$ cat src/hw/pml_ctrl_map.vh
// Constants for the protection-mode and password-unlock host controller.
// Assumes an Avalon-MM master on clk_sys and a x16 flash bus on the pins.
`ifndef PML_CTRL_MAP_VH
`define PML_CTRL_MAP_VH
// Register word offsets (byte address = 4 * index).
`define PML_REG_CTRL 4'h0
`define PML_REG_STAT 4'h1
`define PML_REG_LOCKWD 4'h2
`define PML_REG_PW0 4'h3
`define PML_REG_PW1 4'h4
`define PML_REG_PW2 4'h5
`define PML_REG_PW3 4'h6
`define PML_REG_RDATA 4'h7
`define PML_REG_SECT 4'h8
// Command codes written to the control register bits 3:0.
`define PML_CMD_RDLOCK 4'h1
`define PML_CMD_PGMLOCK 4'h2
`define PML_CMD_UNLOCK 4'h3
`define PML_CMD_GLCLR 4'h4
`define PML_CMD_PWPGM 4'h5
`define PML_CMD_PWRD 4'h6
// Lock register fields.
`define PML_LK_FACTORY 0
`define PML_LK_PERSIST 1
`define PML_LK_PASSWD 2
`define PML_LK_CUSTOMER 6
`define PML_LK_RSVD_MASK 16'hffb8
`define PML_LK_DEFAULT 16'hfe7e
// Status word bits from the device.
`define PML_ST_READY 7
`define PML_ST_PGMFAIL 4
`define PML_ST_PROT 1
`define PML_ST_BUFABT 3
// Flash status command and timing.
`define PML_FL_STATCMD 16'h0070
`define PML_CLK_MHZ 250
`define PML_UNLOCK_GAP_US 120
`define PML_PULSE_CYC 4'h8
`define PML_PULSE_W 4
`endif

$ cat src/hw/pml_gap_timer.v
// Spacing timer that holds off a new unlock attempt for a fixed count.
// Assumes a single clock and a one-cycle start pulse.
`timescale 1ns/1ns
`default_nettype none
module pml_gap_timer #(
    parameter CYCLES = 30000
) (
    input wire clk_sys,
    input wire rst,
    input wire start,
    output reg busy
);
    reg [15:0] countReg;
    always @(posedge clk_sys or posedge rst) begin
        if (rst) begin
            countReg <= 16'h0000;
            busy <= 1'b0;
        end else if (start) begin
            countReg <= CYCLES[15:0];
            busy <= 1'b1;
        end else if (countReg != 16'h0000) begin
            countReg <= countReg - 16'h0001;
            busy <= (countReg != 16'h0001);
        end else begin
            busy <= 1'b0;
        end
    end
endmodule
`default_nettype wire

$ cat src/hw/pml_host_ctrl.v
// Host controller for lock register, global guard latch and password unlock.
// Assumes an Avalon-MM master on clk_sys; flash pins are asynchronous.
`timescale 1ns/1ns
`default_nettype none
`include "pml_ctrl_map.vh"
// What this block does
// - Host drives reserved lock bits as one when programming.
// - Unlock words sent in order 0 to 3; match needs all four words.
// - Unlock attempts spaced at least 120 us; host polls status first.
// - Host refuses the password bit until the password has been read back.
module pml_host_ctrl #(
    parameter GAP_CYCLES = `PML_UNLOCK_GAP_US * `PML_CLK_MHZ
) (
    input wire clk_sys,
    input wire rst,
    input wire [5:0] avsAddress,
    input wire avsRead,
    input wire avsWrite,
    input wire [31:0] avsWriteData,
    output reg [31:0] avsReadData,
    output reg avsWaitRequest,
    output reg [3:0] flAddr,
    input wire [15:0] flDqIn,
    output reg [15:0] flDqOut,
    output reg flDqOe,
    output reg flCeN,
    output reg flWeN,
    output reg flOeN,
    input wire flReadyBusy
);
    localparam S_IDLE = 7'h01;
    localparam S_WR = 7'h02;
    localparam S_RD = 7'h04;
    localparam S_NEXT = 7'h08;
    localparam S_POLL = 7'h10;
    localparam S_DONE = 7'h20;
    localparam S_REFUSE = 7'h40;

    reg [6:0] stateReg;
    reg [3:0] cmdReg;
    reg [15:0] lockWordReg;
    reg [15:0] pwReg [0:3];
    reg [15:0] sectReg;
    reg [15:0] rdDataReg;
    reg [15:0] statReg;
    reg [15:0] lockSeenReg;
    reg doneReg;
    reg refusedReg;
    // Set once the password has been read back; the mode bit, once read back, hides it until the next reset.
    reg pwCheckedReg;
    reg [2:0] stepReg;
    reg [3:0] pulseReg;
    reg [15:0] dqSyncA;
    reg [15:0] dqSyncB;
    reg rbSyncA;
    reg rbSyncB;
    reg gapStart;
    wire gapBusy;

    pml_gap_timer #(.CYCLES(GAP_CYCLES)) pml_gap_timer_i (
        .clk_sys(clk_sys),
        .rst(rst),
        .start(gapStart),
        .busy(gapBusy)
    );

    // Index decode shared by read and write paths.
    function [3:0] regIndex;
        input [5:0] addr;
        begin
            regIndex = addr[5:2];
        end
    endfunction

    // Mode bit is programmed when read back as zero.
    function pwModeSet;
        input [15:0] lk;
        begin
            pwModeSet = ~lk[`PML_LK_PASSWD];
        end
    endfunction

    // Number of bus writes per command.
    function [2:0] stepCount;
        input [3:0] cmd;
        begin
            case (cmd)
                `PML_CMD_UNLOCK: stepCount = 3'h4;
                `PML_CMD_PWPGM: stepCount = 3'h4;
                default: stepCount = 3'h1;
            endcase
        end
    endfunction

    wire [3:0] wIdx = regIndex(avsAddress);
    wire busyNow = (stateReg != S_IDLE);
    // Lock word with reserved positions forced to one.
    wire [15:0] lockMasked = lockWordReg | `PML_LK_RSVD_MASK;
    wire bothModes = ~lockWordReg[`PML_LK_PERSIST] & ~lockWordReg[`PML_LK_PASSWD];
    wire pwBitAsked = ~lockWordReg[`PML_LK_PASSWD];
    wire pwLocked = pwModeSet(lockSeenReg);

    integer i;
    always @(posedge clk_sys or posedge rst) begin
        if (rst) begin
            dqSyncA <= 16'h0000;
            dqSyncB <= 16'h0000;
            rbSyncA <= 1'b0;
            rbSyncB <= 1'b0;
        end else begin
            dqSyncA <= flDqIn;
            dqSyncB <= dqSyncA;
            rbSyncA <= flReadyBusy;
            rbSyncB <= rbSyncA;
        end
    end

    always @(posedge clk_sys or posedge rst) begin
        if (rst) begin
            avsWaitRequest <= 1'b1;
            avsReadData <= 32'h00000000;
            cmdReg <= 4'h0;
            lockWordReg <= 16'hffff;
            for (i = 0; i < 4; i = i + 1) begin
                pwReg[i] <= 16'hffff;
            end
            sectReg <= 16'h0000;
        end else begin
            avsWaitRequest <= 1'b1;
            if ((avsRead || avsWrite) && avsWaitRequest) begin
                avsWaitRequest <= 1'b0;
            end
            // A write lands only at the edge where the master sees waitrequest low.
            if (avsWrite && !avsWaitRequest) begin
                case (wIdx)
                    `PML_REG_CTRL: cmdReg <= busyNow ? cmdReg : avsWriteData[3:0];
                    `PML_REG_LOCKWD: lockWordReg <= avsWriteData[15:0];
                    `PML_REG_PW0: pwReg[0] <= avsWriteData[15:0];
                    `PML_REG_PW1: pwReg[1] <= avsWriteData[15:0];
                    `PML_REG_PW2: pwReg[2] <= avsWriteData[15:0];
                    `PML_REG_PW3: pwReg[3] <= avsWriteData[15:0];
                    `PML_REG_SECT: sectReg <= avsWriteData[15:0];
                    default: ;
                endcase
            end
            if (avsRead && avsWaitRequest) begin
                case (wIdx)
                    `PML_REG_CTRL: avsReadData <= {28'h0000000, cmdReg};
                    `PML_REG_STAT: avsReadData <= {13'h0000, gapBusy, refusedReg,
                        doneReg, statReg};
                    `PML_REG_LOCKWD: avsReadData <= {16'h0000, lockSeenReg};
                    `PML_REG_RDATA: avsReadData <= {16'h0000, rdDataReg};
                    `PML_REG_SECT: avsReadData <= {16'h0000, sectReg};
                    default: avsReadData <= 32'h00000000;
                endcase
            end
            if (stateReg == S_DONE || stateReg == S_REFUSE) begin
                cmdReg <= 4'h0;
            end
        end
    end

    // Flash sequencer: one write or read per step, with status polling after the last write step.
    always @(posedge clk_sys or posedge rst) begin
        if (rst) begin
            stateReg <= S_IDLE;
            flAddr <= 4'h0;
            flDqOut <= 16'h0000;
            flDqOe <= 1'b0;
            flCeN <= 1'b1;
            flWeN <= 1'b1;
            flOeN <= 1'b1;
            stepReg <= 3'h0;
            pulseReg <= 4'h0;
            statReg <= 16'h0000;
            rdDataReg <= 16'h0000;
            lockSeenReg <= `PML_LK_DEFAULT;
            doneReg <= 1'b0;
            refusedReg <= 1'b0;
            pwCheckedReg <= 1'b0;
            gapStart <= 1'b0;
        end else begin
            gapStart <= 1'b0;
            case (stateReg)
                S_IDLE: begin
                    stepReg <= 3'h0;
                    if (cmdReg != 4'h0) begin
                        doneReg <= 1'b0;
                        refusedReg <= 1'b0;
                        if ((cmdReg == `PML_CMD_PGMLOCK && bothModes) ||
                            (cmdReg == `PML_CMD_PGMLOCK && pwBitAsked && !pwCheckedReg) ||
                            (cmdReg == `PML_CMD_UNLOCK && gapBusy) ||
                            ((cmdReg == `PML_CMD_PWPGM || cmdReg == `PML_CMD_PWRD)
                            && pwLocked)) begin
                            stateReg <= S_REFUSE;
                        end else if (cmdReg == `PML_CMD_RDLOCK || cmdReg == `PML_CMD_PWRD) begin
                            stateReg <= S_RD;
                            flAddr <= cmdReg == `PML_CMD_PWRD ? 4'h0 : 4'h1;
                        end else begin
                            stateReg <= S_WR;
                        end
                        pulseReg <= `PML_PULSE_CYC;
                    end
                end
                S_WR: begin
                    flCeN <= 1'b0;
                    flWeN <= 1'b0;
                    flDqOe <= 1'b1;
                    flAddr <= {1'b0, stepReg};
                    case (cmdReg)
                        `PML_CMD_PGMLOCK: flDqOut <= lockMasked;
                        `PML_CMD_GLCLR: flDqOut <= 16'h0000;
                        `PML_CMD_UNLOCK: flDqOut <= pwReg[stepReg[1:0]] ^ sectReg;
                        default: flDqOut <= pwReg[stepReg[1:0]];
                    endcase
                    pulseReg <= pulseReg - 4'h1;
                    if (pulseReg == 4'h1) begin
                        stateReg <= S_NEXT;
                        flWeN <= 1'b1;
                    end
                end
                S_NEXT: begin
                    flCeN <= 1'b1;
                    flDqOe <= 1'b0;
                    pulseReg <= `PML_PULSE_CYC;
                    if (stepReg + 3'h1 < stepCount(cmdReg)) begin
                        stepReg <= stepReg + 3'h1;
                        stateReg <= S_WR;
                    end else begin
                        if (cmdReg == `PML_CMD_UNLOCK) begin
                            gapStart <= 1'b1;
                        end
                        stateReg <= S_POLL;
                    end
                end
                S_POLL: begin
                    // Status word read after each write command; ready bit with the ready/busy pin high ends the wait.
                    flCeN <= 1'b0;
                    flOeN <= 1'b0;
                    pulseReg <= pulseReg - 4'h1;
                    if (pulseReg == 4'h1) begin
                        flOeN <= 1'b1;
                        flCeN <= 1'b1;
                        statReg <= dqSyncB;
                        pulseReg <= `PML_PULSE_CYC;
                        // Busy output and ready bit both gate completion.
                        if (dqSyncB[`PML_ST_READY] && rbSyncB) begin
                            stateReg <= (cmdReg == `PML_CMD_PGMLOCK) ? S_RD : S_DONE;
                        end
                    end
                end
                S_RD: begin
                    flCeN <= 1'b0;
                    flOeN <= 1'b0;
                    pulseReg <= pulseReg - 4'h1;
                    if (pulseReg == 4'h1) begin
                        flOeN <= 1'b1;
                        flCeN <= 1'b1;
                        if (cmdReg == `PML_CMD_PWRD) begin
                            rdDataReg <= dqSyncB;
                            pwCheckedReg <= 1'b1;
                        end else begin
                            lockSeenReg <= dqSyncB;
                        end
                        stateReg <= S_DONE;
                    end
                end
                S_DONE: begin
                    // Fail flags from status show a failed unlock or protected area.
                    doneReg <= 1'b1;
                    stateReg <= S_IDLE;
                end
                S_REFUSE: begin
                    refusedReg <= 1'b1;
                    doneReg <= 1'b1;
                    stateReg <= S_IDLE;
                end
                default: stateReg <= S_IDLE;
            endcase
        end
    end
endmodule
`default_nettype wire

$ cat config.mk
export PLATFORM = sky130hd
export DESIGN_NAME = pml_host_ctrl
export DESIGN_NICKNAME = d
export VERILOG_FILES = /design/src/hw/pml_gap_timer.v /design/src/hw/pml_host_ctrl.v
export VERILOG_INCLUDE_DIRS = /design/src /design/src/hw
export SDC_FILE = /design/constraint.sdc
export NUM_CORES = 1
export LEC_CHECK = 0
export ABC_AREA = 1
export BUFFER_PORTS_ARGS = -buffer_cell sky130_fd_sc_hd__buf_2
export CORE_MARGIN = 5
export CORE_UTILIZATION = 60
export DETAILED_ROUTE_END_ITERATION = 8
export PLACE_DENSITY = 0.91
export RECOVER_POWER = 25
export SYNTH_ARGS = -nofsm -noshare
export SYNTH_HDL_FRONTEND = slang
export SYNTH_HIERARCHICAL = 1
export SYNTH_SLANG_ARGS = --single-unit
export TNS_END_PERCENT = 5
$ cat constraint.sdc
create_clock -name clk_sys -period 13.03 [get_ports clk_sys]
set_clock_uncertainty 0.15 [all_clocks]
set_input_delay 0.6515 -clock clk_sys [delete_from_list [all_inputs] [get_ports clk_sys]]
set_output_delay 0.6515 -clock clk_sys [all_outputs]
set_load 0.02 [all_outputs]
---- Word level (Yosys, flattened, before mapping) ----
Cells that the tools add are included.
storage, ports and cells
  register bits after elaboration ......... 265
  input port bits ......................... 59
  output and inout port bits .............. 57
  logic and storage cells ................. 172
operators by class
  add/subtract/negate cells ............... 3
  order comparisons ....................... 2
  equality and inequality tests ........... 33
  multiplexer cells ....................... 45
  bitwise logic cells ..................... 7
  reduce and logical (&&, ||, !) cells .... 51
operators by type and width
  cell                                                 number
  one-hot mux 19 bit (5 select lines)                  1
  2-to-1 mux 16 bit                                    4
  one-hot mux 16 bit (3 select lines)                  1
  2-to-1 mux 7 bit                                     6
  2-to-1 mux 4 bit                                     9
  one-hot mux 7 bit (5 select lines)                   1
  binary-select mux 16 bit (select 2 bit)              1
  equality test 4 x 3 -> 1 bit, second input constant  7
  AND reduction 2 bit                                  11
  equality test 4 x 2 -> 1 bit, second input constant  4
  != test 16 x 1 -> 1 bit, second input constant       1
  != test 2 bit, second input constant                 8
  one-hot mux 4 bit (4 select lines)                   1
  nonzero test 16 bit                                  1
  nonzero test 2 bit                                   8
  subtractor 16 x 1 -> 16 bit, second input constant   1
  bitwise XOR 16 bit                                   1
  equality test 4 x 1 -> 1 bit, second input constant  3
  2-to-1 mux 3 bit                                     4
  logical AND 1 bit                                    9
  2-to-1 mux 1 bit                                     9
  AND reduction 3 bit                                  3
  one-hot mux 4 bit (2 select lines)                   1
  nonzero test 4 bit                                   2
  29 further kinds                                     44

---- Depth between registers and ports, before layout ----
Gate-level depths: netlist (run 1).
  word-level depth ........................ 9
  mapped depth ............................ 12
  depth with buffers taken out ............ 11

---- By module ----
The synthesis (run 1) kept the hierarchy.
by module, submodules not included
  module         instances  cells an instance  area each (sq um)  seq. area each (sq um)
  pml_host_ctrl  1          1190               10151.0            5888.1
  pml_gap_timer  1          147                1067.3             425.4

---- Worst setup path after synthesis (run 1) ----
No wires, ideal clock.
  path kind ............................... reg-to-reg
  start point ............................. register cmdReg[3]
  end point ............................... register stepReg[1]
  library setup time ...................... 128 ps
  data arrival time ....................... 1678 ps
  required time ........................... 12752 ps
  path slack .............................. 11074 ps
  stages on the path, launching flop included .. 12
  buffers on the path ..................... 1
  clock period less this slack ............ 1956 ps
  cells stage by stage .................... dfrtp_1 nor2_1 nand2_1 clkinv_1 buf_2 a21oi_1 ha_1 nand2_1 nand3_1 inv_1 nand2_1 o21ai_0
on the way
  word-level cells in the longest chain between the ends .. 7
  elaborated cells between the ends (all ways) .. 8
  those cells by class .................... 1 x order compare; 3 x eq/ne; 2 x mux; 2 x reduce/logical
ends and longest elaborated chain
  item                                                                          RTL line             source
  from (decl)                                                                   pml_host_ctrl.v:40   reg [3:0] cmdReg;
  from (signal assigned)                                                        pml_host_ctrl.v:136  `PML_REG_CTRL: cmdReg <= busyNow ? cmdReg : avsWriteData[3:0];
  equality test 4 x 2 -> 1 bit or equality test 4 x 3 -> 1 bit (tied branches)  pml_host_ctrl.v:87   case (cmd)
  OR reduction 2 bit (no line) *                                                -
  2-to-1 mux 3 bit *                                                            pml_host_ctrl.v:87
  2-to-1 mux 3 bit *                                                            pml_host_ctrl.v:184  case (stateReg)
  less-than comparator 3 bit *                                                  pml_host_ctrl.v:226  if (stepReg + 3'h1 < stepCount(cmdReg)) begin
  != test 2 bit (no line) *                                                     -
  AND reduction 2 bit (no line) *                                               -
  to (signal assigned)                                                          pml_host_ctrl.v:227  stepReg <= stepReg + 3'h1;
  to (decl)                                                                     pml_host_ctrl.v:51   reg [2:0] stepReg;
Every way passes the cells marked *; elsewhere a longest branch is shown, timed or not. The select of a mux whose other input is x is not followed.
A chain may end at the register's enable or synchronous reset.

==> results of run 1 <==
-- report_power, final --
group / leakage, nW / switching, W / total (W) / internal [W]
clock: 0.439 / 0.000292 / 0.000740 / 0.000449
sequential: 2.98 / 0.000111 / 0.00107 / 0.000957
combinational: 2.61 / 0.000420 / 0.000620 / 0.000200
-- synth_stat cells (2+ instances only) --
| cell | n |
|---|---|
| nand2_1 | 429 |
| dfrtp_1 | 162 |
| o21ai_0 | 136 |
| nand3_1 | 109 |
| inv_1 | 107 |
| nor2_1 | 93 |
| dfstp_2 | 86 |
| a21oi_1 | 41 |
| o21ai_1 | 31 |
| buf_4 | 21 |
| buf_2 | 20 |
| clkbuf_1 | 20 |
| nand4_1 | 13 |
| nor2_2 | 9 |
| inv_2 | 8 |
| nor2_4 | 8 |
| nand2_2 | 7 |
| ha_1 | 6 |
| or2_2 | 5 |
| xnor2_1 | 3 |
| a31oi_1 | 2 |
| nand3_2 | 2 |
| nor3_1 | 2 |
| o21ai_2 | 2 |
-- registers in the layout, summed over array words and instances, names as in the netlist, 3 cells and up --
| name | cells |
|---|---|
| avsReadData | 19 |
| cmdReg | 4 |
| dqSyncA | 16 |
| dqSyncB | 16 |
| flAddr | 3 |
| flDqOut | 16 |
| lockSeenReg | 16 |
| lockWordReg | 4 |
| pml_gap_timer_i/countReg | 16 |
| pulseReg | 4 |
| pwReg | 64 |
| rdDataReg | 16 |
| sectReg | 16 |
| statReg | 16 |
| stateReg | 7 |
| stepReg | 3 |
-- worst max-delay path, delay by kind of cell --
family	cells	cell delay (ps)
buf+inv	3	4620
-- layout by cell type (no fill, tap or decap), types with 7 or more instances in the layout --
master	count
a21oi_1	41
buf_2	82
clkbuf_16	25
clkbuf_8	10
conb_1	14
dfrtp_1	162
dfstp_2	85
inv_1	106
inv_2	8
nand2_1	429
nand2_2	7
nand3_1	109
nand4_1	13
nor2_1	93
nor2_2	9
nor2_4	8
o21ai_0	136
o21ai_1	31
-- final cells by class --
| cell class | count | area (sq um) |
|---|---|---|
| Multi-Input combinational cell | 923 | 4180 |
| Inverter | 116 | 437 |
| Timing Repair Buffer | 89 | 459 |
| Sequential cell | 248 | 6310 |
| Clock inverter | 9 | 103 |
| Clock buffer | 37 | 771 |
| Tap cell | 234 | 293 |
| Fill cell | 1394 | 6030 |
-- routing by layer --
layer  up-vias  global-route usage  share of wire
met5         -                   0              0
met4         0               0.103          0.032
met3        63              0.0361          0.073
met2       357               0.402           0.49
met1      4371               0.320           0.40
li1       4398                   -              -
-- kinds of logic after synthesis --
logic type | Yosys count
flip-flops | 248
XOR/XNOR | 4
AND/OR/NAND/NOR | 683
adder cells (fa/ha/maj) | 6
other | 1
buffers and inverters | 179
AO/OA/AOI/OAI | 216
-- stage by stage --
step / power, W / worst slack, ps
final: 0.00243 / 7940
after global routing: 0.00258 / 6850
after CTS: 0.00243 / 10090
after detailed placement: 0.00168 / 10160
after global placement: 0.00165 / 10250
after floorplan: 0.00151 / 6040
-- final timing paths --
| kind | start | to | slack (ps) | cells after the start |
|---|---|---|---|---|
| setup / recovery | rst | rdDataReg[9]$_DFFE_PP0P_ | 7940 | 3 |
| hold / removal | rst | pml_gap_timer_i/countReg[14]$_DFFE_PP0P_ | 60 | 2 |
| setup reg to reg | stateReg[5]$_DFFE_PP0P_ | flDqOut[14]$_DFFE_PP0P_ | 10010 | 8 |
| hold reg to reg | dqSyncA[11]$_DFF_PP0_ | dqSyncB[11]$_DFF_PP0_ | 200 | 0 |
| max in group clk_sys | stateReg[5]$_DFFE_PP0P_ | flDqOut[14]$_DFFE_PP0P_ | 10010 | 8 |
| min in group clk_sys | flDqIn[1] | dqSyncA[1]$_DFF_PP0_ | 80 | 1 |
==> flow_metrics.env, run 1 <==
export IMPL_status="complete, but fails checks"
export IMPL_violations="capacitance limit, slew limit"
export IMPL_cts_sinks=248
export IMPL_critPathKind="in2async"
export IMPL_dieArea_sq_mm=0.0215
export IMPL_final_design_area_no_fill_sq_mm=0.0126
export IMPL_core_sq_mm=0.0186
export IMPL_cp_max_fo=149
export IMPL_irDropWorstVdd_uv=136
export IMPL_grt_setup_unrepaired="false"
export IMPL_viasPerCell=5.55
export IMPL_hp_class="in2async"
export IMPL_h_tree_depth=1
export IMPL_synth_async_reset_ratio=1.00
export IMPL_drt_total_wl_um=26000
export IMPL_area_growth_pct=11.9
export IMPL_drive_gt1_frac=0.184
export IMPL_tightest_slew_ps=6120
export IMPL_synthSimpleGateAreaFrac=0.259
export IMPL_syn_area_sq_mm=0.0112
export IMPL_io_buffers=83
export IMPL_gr_usage_all_layers=0.242
export IMPL_cts_tree="built"
export IMPL_pwr_density_cell_mw_per_mm2=194
export IMPL_fp_dieW_um=147
export IMPL_worstSkewPairLatency_ps=520
export IMPL_synth_area_per_cell_sq_um=8.39
export IMPL_drtIter0Drc=950
export IMPL_fp_row_count=50
export IMPL_drt_wirelength_per_cell_um=15.7
export IMPL_endpoint_kind="asynchronous set/reset pin"
export IMPL_muxShareOfSynthArea=0
export IMPL_hold_ws_ps=64.3
export IMPL_fin_tns_setup_ps=0
export IMPL_critPathMaxStageDelay_ps=3350
export IMPL_fmax_mhz=197
export IMPL_dp_cells=1610
export IMPL_synth_top_family_by_area="simple AND/OR/NAND/NOR gates"
export IMPL_post_cts_buffers=0
export IMPL_synth_edff_count=0
export IMPL_setup_viol=0
export IMPL_nets=1468
export IMPL_relSlewSlack=-3.10
export IMPL_ys_types=39
export IMPL_ys_flop_type="dfrtp_1"
export IMPL_io_pins=116
export IMPL_required_ps=13380
export IMPL_clockRootBuffer="clkbuf_16"
export IMPL_vias=9189
export IMPL_place_congestion=0.880
export IMPL_overflow=0
export IMPL_synth_top_area_frac=0.361
export IMPL_antenna_cells=0
export IMPL_cts_made_buffers=25
export IMPL_dpl_hpwl_um=16600
export IMPL_hold_viol=0
export IMPL_critPathArrivalTime_ps=5440
export IMPL_utilization=0.676
export IMPL_hold_buffers=0
export IMPL_yosys_warnings=6
export IMPL_power_leakage_nw=6.03
export IMPL_grt_max_degree=150
export IMPL_cts_buffer_depth=3
export IMPL_crit_chain="clkbuf_1 -> clkinvlp_2 -> buf_4"
export IMPL_antenna_found_initial=0
export IMPL_synthCells=1337
export IMPL_cts_clk_slew_worst_paths_ps=60
export IMPL_grt_pass1_wl_um=43300
export IMPL_synth_xor_area_frac=0.00312
export IMPL_instances_no_fill=1656
export IMPL_synth_compound_area_share=0.0984
export IMPL_drc=0
export IMPL_placed_area_sq_mm=0.0117
export IMPL_ys_seq_area_frac=0.563
export IMPL_crit_path_start_kind="input port"
export IMPL_synthTopCellsByArea="dfrtp_1 36%, dfstp_2 20%, nand2_1 14%, o21ai_0 6.1%, nand3_1 4.9%"
export IMPL_slew_violations=150
export IMPL_period_share=0.390
export IMPL_cts_resized_gates=0
export IMPL_synth_seq_cells=248
export IMPL_dr_pass1_iters=5
export IMPL_dieHeight_um=147
export IMPL_synth_fa_ha_area_frac=0.00669
export IMPL_initial_utilization=0.604
export IMPL_ant_nets=0
export IMPL_min_period_ps=5090
export IMPL_yosysTopAreaCell="dfrtp_1"
export IMPL_grt_pass1_vias=9236
export IMPL_crit_slowest_cell="clkinvlp_2"
export IMPL_maxCapViolations=1
No activity file was read; power rests on OpenSTA's default activity.
==> run 2, diff against run 1 <==
CORE_UTILIZATION = 53   (was 60)
PLACE_DENSITY = 0.86   (was 0.91)
clock period = 4.63 ns   (was 13.03 ns; I/O delays follow)
==> run 2 against run 1 <==
Compared with the run above: clock power rose to 3.1 times the previous value; the flow still finishes with violations (capacitance limit, slew limit); critical path type is now reg2reg; sequential cell count unchanged; critical path depth up 5; largest power group unchanged; die area up 12%; power rose to 2.9 times the previous value.
==> flow_metrics.env, run 2 (same netlist as run 1, synthesis figures left out) <==
export IMPL_status="complete, but fails checks"
export IMPL_violations="capacitance limit, slew limit"
export IMPL_critPathArrivalTime_ps=3020
export IMPL_crit_slowest_cell="inv_2"
export IMPL_post_cts_buffers=0
export IMPL_cts_tree="built"
export IMPL_clockRootBuffer="clkbuf_16"
export IMPL_final_cell_mix="429 x nand2_1, 162 x dfrtp_1, 136 x o21ai_0, 109 x nand3_1, 106 x inv_1"
export IMPL_initial_utilization=0.535
export IMPL_cts_resized_gates=0
export IMPL_dieArea_sq_mm=0.0242
export IMPL_tightest_slew_ps=1790
export IMPL_crit_path_frequent_cell="nand2_1"
export IMPL_dieHeight_um=155
export IMPL_fin_tns_setup_ps=0
export IMPL_mostFrequentLayoutCell="nand2_1"
export IMPL_cp_max_fo=22
export IMPL_top_register="pwReg"
export IMPL_hold_viol=0
export IMPL_crit_buf_inv=2
export IMPL_fp_row_count=53
export IMPL_gr_usage_all_layers=0.220
export IMPL_overflow=0
export IMPL_vias=9200
export IMPL_irDropWorstVdd_uv=341
export IMPL_period_share=0.597
export IMPL_io_pins=116
export IMPL_fmax_mhz=362
export IMPL_io_buffers=83
export IMPL_drt_total_wl_um=26300
export IMPL_place_congestion=0.885
export IMPL_grt_max_degree=108
export IMPL_fp_dieW_um=155
export IMPL_core_sq_mm=0.0210
export IMPL_dpl_hpwl_um=16800
export IMPL_viasPerCell=5.30
export IMPL_cts_sinks=248
export IMPL_antenna_cells=0
export IMPL_power_leakage_nw=6.07
export IMPL_cts_buffer_depth=3
export IMPL_critPathMaxStageDelay_ps=500
export IMPL_h_tree_depth=1
export IMPL_largest_register_ffs=64
export IMPL_min_period_ps=2760
export IMPL_antenna_found_initial=0
export IMPL_drive_gt1_frac=0.153
export IMPL_power_total_w=0.00706
export IMPL_hold_buffers=37
export IMPL_setup_viol=0
export IMPL_crit_path_start_kind="register"
export IMPL_cts_clk_slew_worst_paths_ps=60
export IMPL_grt_pass1_vias=9092
export IMPL_pwr_density_cell_mw_per_mm2=541
export IMPL_nets=1507
export IMPL_hp_class="in2reg"
export IMPL_relSlewSlack=-0.198
export IMPL_worstSkewPairLatency_ps=520
export IMPL_drc=0
export IMPL_required_ps=4880
export IMPL_dr_pass1_iters=7
export IMPL_reg_largest_list="pwReg: 64 flops, avsReadData: 19 flops"
export IMPL_area_growth_pct=16.3
export IMPL_cp_top_family="simple AND/OR/NAND/NOR gates"
export IMPL_maxCapViolations=1
export IMPL_grt_pass1_wl_um=44000
export IMPL_drt_wirelength_per_cell_um=15.2
export IMPL_drtIter0Drc=691
export IMPL_grt_setup_unrepaired="false"
export IMPL_endpoint_kind="register"
export IMPL_ant_nets=0
export IMPL_crit_chain="inv_1 -> nand2_1 -> nor2_1 -> nand2_1 -> inv_2 -> nand2_1 -> nor2_1 -> a21oi_1"
export IMPL_slew_violations=42
export IMPL_critPathKind="reg2reg"
export IMPL_cts_made_buffers=26
-- run 2: changes by cell type in the layout (fill, tap and decap cells not counted), sizes merged --
cell and delta:
buf -41, bufinv +4, clkbuf +38, clkinv -1
clkinvlp +4, dlygate4sd3 +37, inv -1
-- run 2: final timing paths --
path	endpoint	cells past startpoint	slack, ps	from
setup / recovery	flDqOut[9]$_DFFE_PP0P_	8	1870	stateReg[5]$_DFFE_PP0P_
hold / removal	avsReadData[2]$_DFFE_PP0P_	5	90	avsAddress[5]
setup reg to reg	flDqOut[9]$_DFFE_PP0P_	8	1870	stateReg[5]$_DFFE_PP0P_
hold reg to reg	dqSyncB[15]$_DFF_PP0_	0	190	dqSyncA[15]$_DFF_PP0_
max in group asynchronous	lockSeenReg[3]$_DFFE_PP1P_	4	2510	rst
min in group asynchronous	pml_gap_timer_i/countReg[0]$_DFFE_PP0P_	3	200	rst
-- run 2: cell type report --
class / instances / area, sq um
Inverter: 116 / 437
Sequential cell: 248 / 6310
Clock buffer: 33 / 738
Tap cell: 275 / 344
Fill cell: 1733 / 7910
Multi-Input combinational cell: 923 / 4180
Timing Repair Buffer: 127 / 797
Clock inverter: 15 / 243
-- run 2: through the flow --
step	area, sq um	std cells	setup WS [ps]	util	hold WS, ps
floorplan	11300	1350	1300	-	7.57
global placement	11800	1652	1900	0.561	184
detailed placement	11800	1652	1870	0.561	185
CTS	13100	1737	1870	0.625	73.3
global route	13000	1737	1630	0.623	116
finish	13000	1737	1870	0.623	87.0
-- run 2: metal layers --
| metal | share of wire | up-vias | global-route usage | wire length (um) |
|---|---|---|---|---|
| met1 | 0.42 | 4350 | 0.296 | 11100 |
| li1 | - | 4466 | - | - |
| met2 | 0.48 | 313 | 0.365 | 12600 |
| met4 | 0.028 | 0 | 0.0742 | 725 |
| met5 | 0 | - | 0 | 0 |
| met3 | 0.072 | 71 | 0.0384 | 1900 |
-- run 2: tightest hold or removal path, cell delays in order --
cell	delay [ps]
buf_2	120
nand2_1	110
nor2_4	100
nand2_1	70
a31oi_1	80
-- run 2: report_power, final --
part | total (W) | leakage (nW) | internal [W] | switching, W
Combinational | 0.00173 | 2.62 | 0.000558 | 0.00118
Clock | 0.00233 | 0.469 | 0.00147 | 0.000860
Sequential | 0.00300 | 2.98 | 0.00269 | 0.000312
Total | 0.00706 | 6.07 | 0.00472 | 0.00235
==> run 3, diff against run 2 <==
clock period = 2.4 ns   (was 4.63 ns; I/O delays follow)
==> run 3 against run 2 <==
Compared with the run above: the run now ends clean; clock-buffer cell count rose by 8; die area did not move; hold slack got worse by 47 ps; worst setup slack got worse by 1700 ps; design area rose by 0.45%; critical path type unchanged; highest routed layer unchanged.
==> flow_metrics.env, run 3 (same netlist as run 1, synthesis figures left out) <==
export IMPL_status="finished, final reports clean"
export IMPL_drive_gt1_frac=0.151
export IMPL_drt_total_wl_um=27100
export IMPL_h_tree_depth=1
export IMPL_post_cts_buffers=0
export IMPL_gr_usage_all_layers=0.228
export IMPL_antenna_found_initial=0
export IMPL_route_met2_wl_um=13000
export IMPL_largest_register_ffs=64
export IMPL_hold_viol=0
export IMPL_clockRootBuffer="clkbuf_16"
export IMPL_cp_max_fo=17
export IMPL_hp_class="in2reg"
export IMPL_area_growth_pct=16.8
export IMPL_viasPerCell=5.31
export IMPL_required_ps=2720
export IMPL_setup_viol=0
export IMPL_critPathArrivalTime_ps=2550
export IMPL_grt_max_degree=99
export IMPL_power_leakage_nw=6.12
export IMPL_drt_wirelength_per_cell_um=15.5
export IMPL_reg_largest_list="pwReg: 64 flops, avsReadData: 19 flops"
export IMPL_fp_row_count=53
export IMPL_wl_met1_um=11200
export IMPL_power_total_w=0.0134
export IMPL_relSlewSlack=0.350
export IMPL_cts_clk_slew_worst_paths_ps=60
export IMPL_dr_pass1_iters=5
export IMPL_route_met3_wl_um=1840
export IMPL_cts_made_buffers=27
export IMPL_drtIter0Drc=771
export IMPL_vias=9316
export IMPL_cts_sinks=248
export IMPL_drc=0
export IMPL_crit_chain="nor2_4 -> inv_1 -> o21ai_2 -> inv_1 -> a21oi_1 -> nand2_1 -> nand2_1"
export IMPL_min_period_ps=2230
export IMPL_place_congestion=0.867
export IMPL_overflow=0
export IMPL_rrSetupSlack_ps=170
export IMPL_routed_top_layer="met4"
export IMPL_hold_ws_ps=40.2
export IMPL_cts_buffer_depth=3
export IMPL_fin_tns_setup_ps=0
export IMPL_grt_pass1_wl_um=45700
export IMPL_fp_dieW_um=155
export IMPL_nets=1522
export IMPL_grt_setup_unrepaired="false"
export IMPL_crit_path_start_kind="register"
export IMPL_irDropWorstVdd_uv=619
export IMPL_mostFrequentLayoutCell="nand2_1"
export IMPL_dieArea_sq_mm=0.0242
export IMPL_pwr_density_cell_mw_per_mm2=1030
export IMPL_period_share=0.927
export IMPL_slew_violations=0
export IMPL_dieHeight_um=155
export IMPL_ant_nets=0
export IMPL_endpoint_kind="register"
export IMPL_core_sq_mm=0.0210
export IMPL_maxCapViolations=0
export IMPL_tightest_slew_ps=975
export IMPL_crit_slowest_cell="o21ai_2"
export IMPL_worstSkewPairLatency_ps=540
export IMPL_initial_utilization=0.535
export IMPL_dpl_hpwl_um=17100
export IMPL_antenna_cells=0
export IMPL_critPathKind="reg2reg"
export IMPL_top_register="pwReg"
export IMPL_grt_pass1_vias=9339
export IMPL_fmax_mhz=449
export IMPL_critPathMaxStageDelay_ps=750
export IMPL_io_buffers=83
export IMPL_final_cell_mix="430 x nand2_1, 162 x dfrtp_1, 138 x o21ai_0, 109 x nand3_1, 107 x inv_1"
export IMPL_cts_tree="built"
export IMPL_io_pins=116
run 3: cell count changes in the layout (fill, tap and decap cells not counted), sizes merged:
cell	delta
clkbuf	+10
buf	+9
clkinvlp	-4
bufinv	-3
dlygate4sd3	+3
inv	+2
clkinv	-1
run 3: per-stage QoR:
stage	setup slack [ps]	instance area, sq um	util	std cells
6_report	175	13100	0.626	1753
5_1_grt	51.1	13100	0.626	1753
4_1_cts	231	13200	0.629	1753
3_5_place_dp	260	11800	0.565	1663
3_3_place_gp	345	11800	0.565	1663
2_1_floorplan	-822	11300	-	1350
run 3: report_power, final:
group / internal, W / switching (W)
Clock: 0.00261 / 0.00167
Combinational: 0.00110 / 0.00229
Sequential: 0.00519 / 0.000595
Total: 0.00890 / 0.00455
run 3: final cells by class:
class	instances	area, sq um
Timing Repair Buffer	141	911
Tap cell	275	344
Clock buffer	41	788
Multi-Input combinational cell	923	4170
Clock inverter	9	145
Sequential cell	248	6310
Fill cell	1731	7850
Inverter	116	437
run 3: worst max-delay path, delay by kind of cell (launching register included):
family	cells	cell delay, ps
AOI/OAI and AO/OA	2	940
buffers and inverters	2	320
DFF	1	420
and+or+nand+nor	3	330
run 3: repair_timing:
| action | CTS | global route |
|---|---|---|
| endpoints found under the hold margin | 273 | 0 |
| resized for setup | 0 | 0 |
| hold buffers | 40 | 0 |
run 3: final timing paths:
check                                       from                                 endpoint  cells after the start
hold reg to reg            dqSyncA[11]$_DFF_PP0_                    dqSyncB[11]$_DFF_PP0_                      0
hold / removal                     avsAddress[2]              avsReadData[16]$_DFFE_PP0P_                      5
setup / recovery           cmdReg[3]$_DFFE_PP0P_                   flDqOut[0]$_DFFE_PP0P_                      7
setup reg to reg           cmdReg[3]$_DFFE_PP0P_                   flDqOut[0]$_DFFE_PP0P_                      7
min in group asynchronous                    rst  pml_gap_timer_i/countReg[3]$_DFFE_PP0P_                      3
max in group asynchronous                    rst                  flDqOut[11]$_DFFE_PP0P_                      5
run 3: per-layer routing:
metal | track usage | up-vias
met5 | 0 | -
met4 | 0.0925 | 0
met3 | 0.0392 | 72
met2 | 0.376 | 346
met1 | 0.300 | 4403
li1 | - | 4495
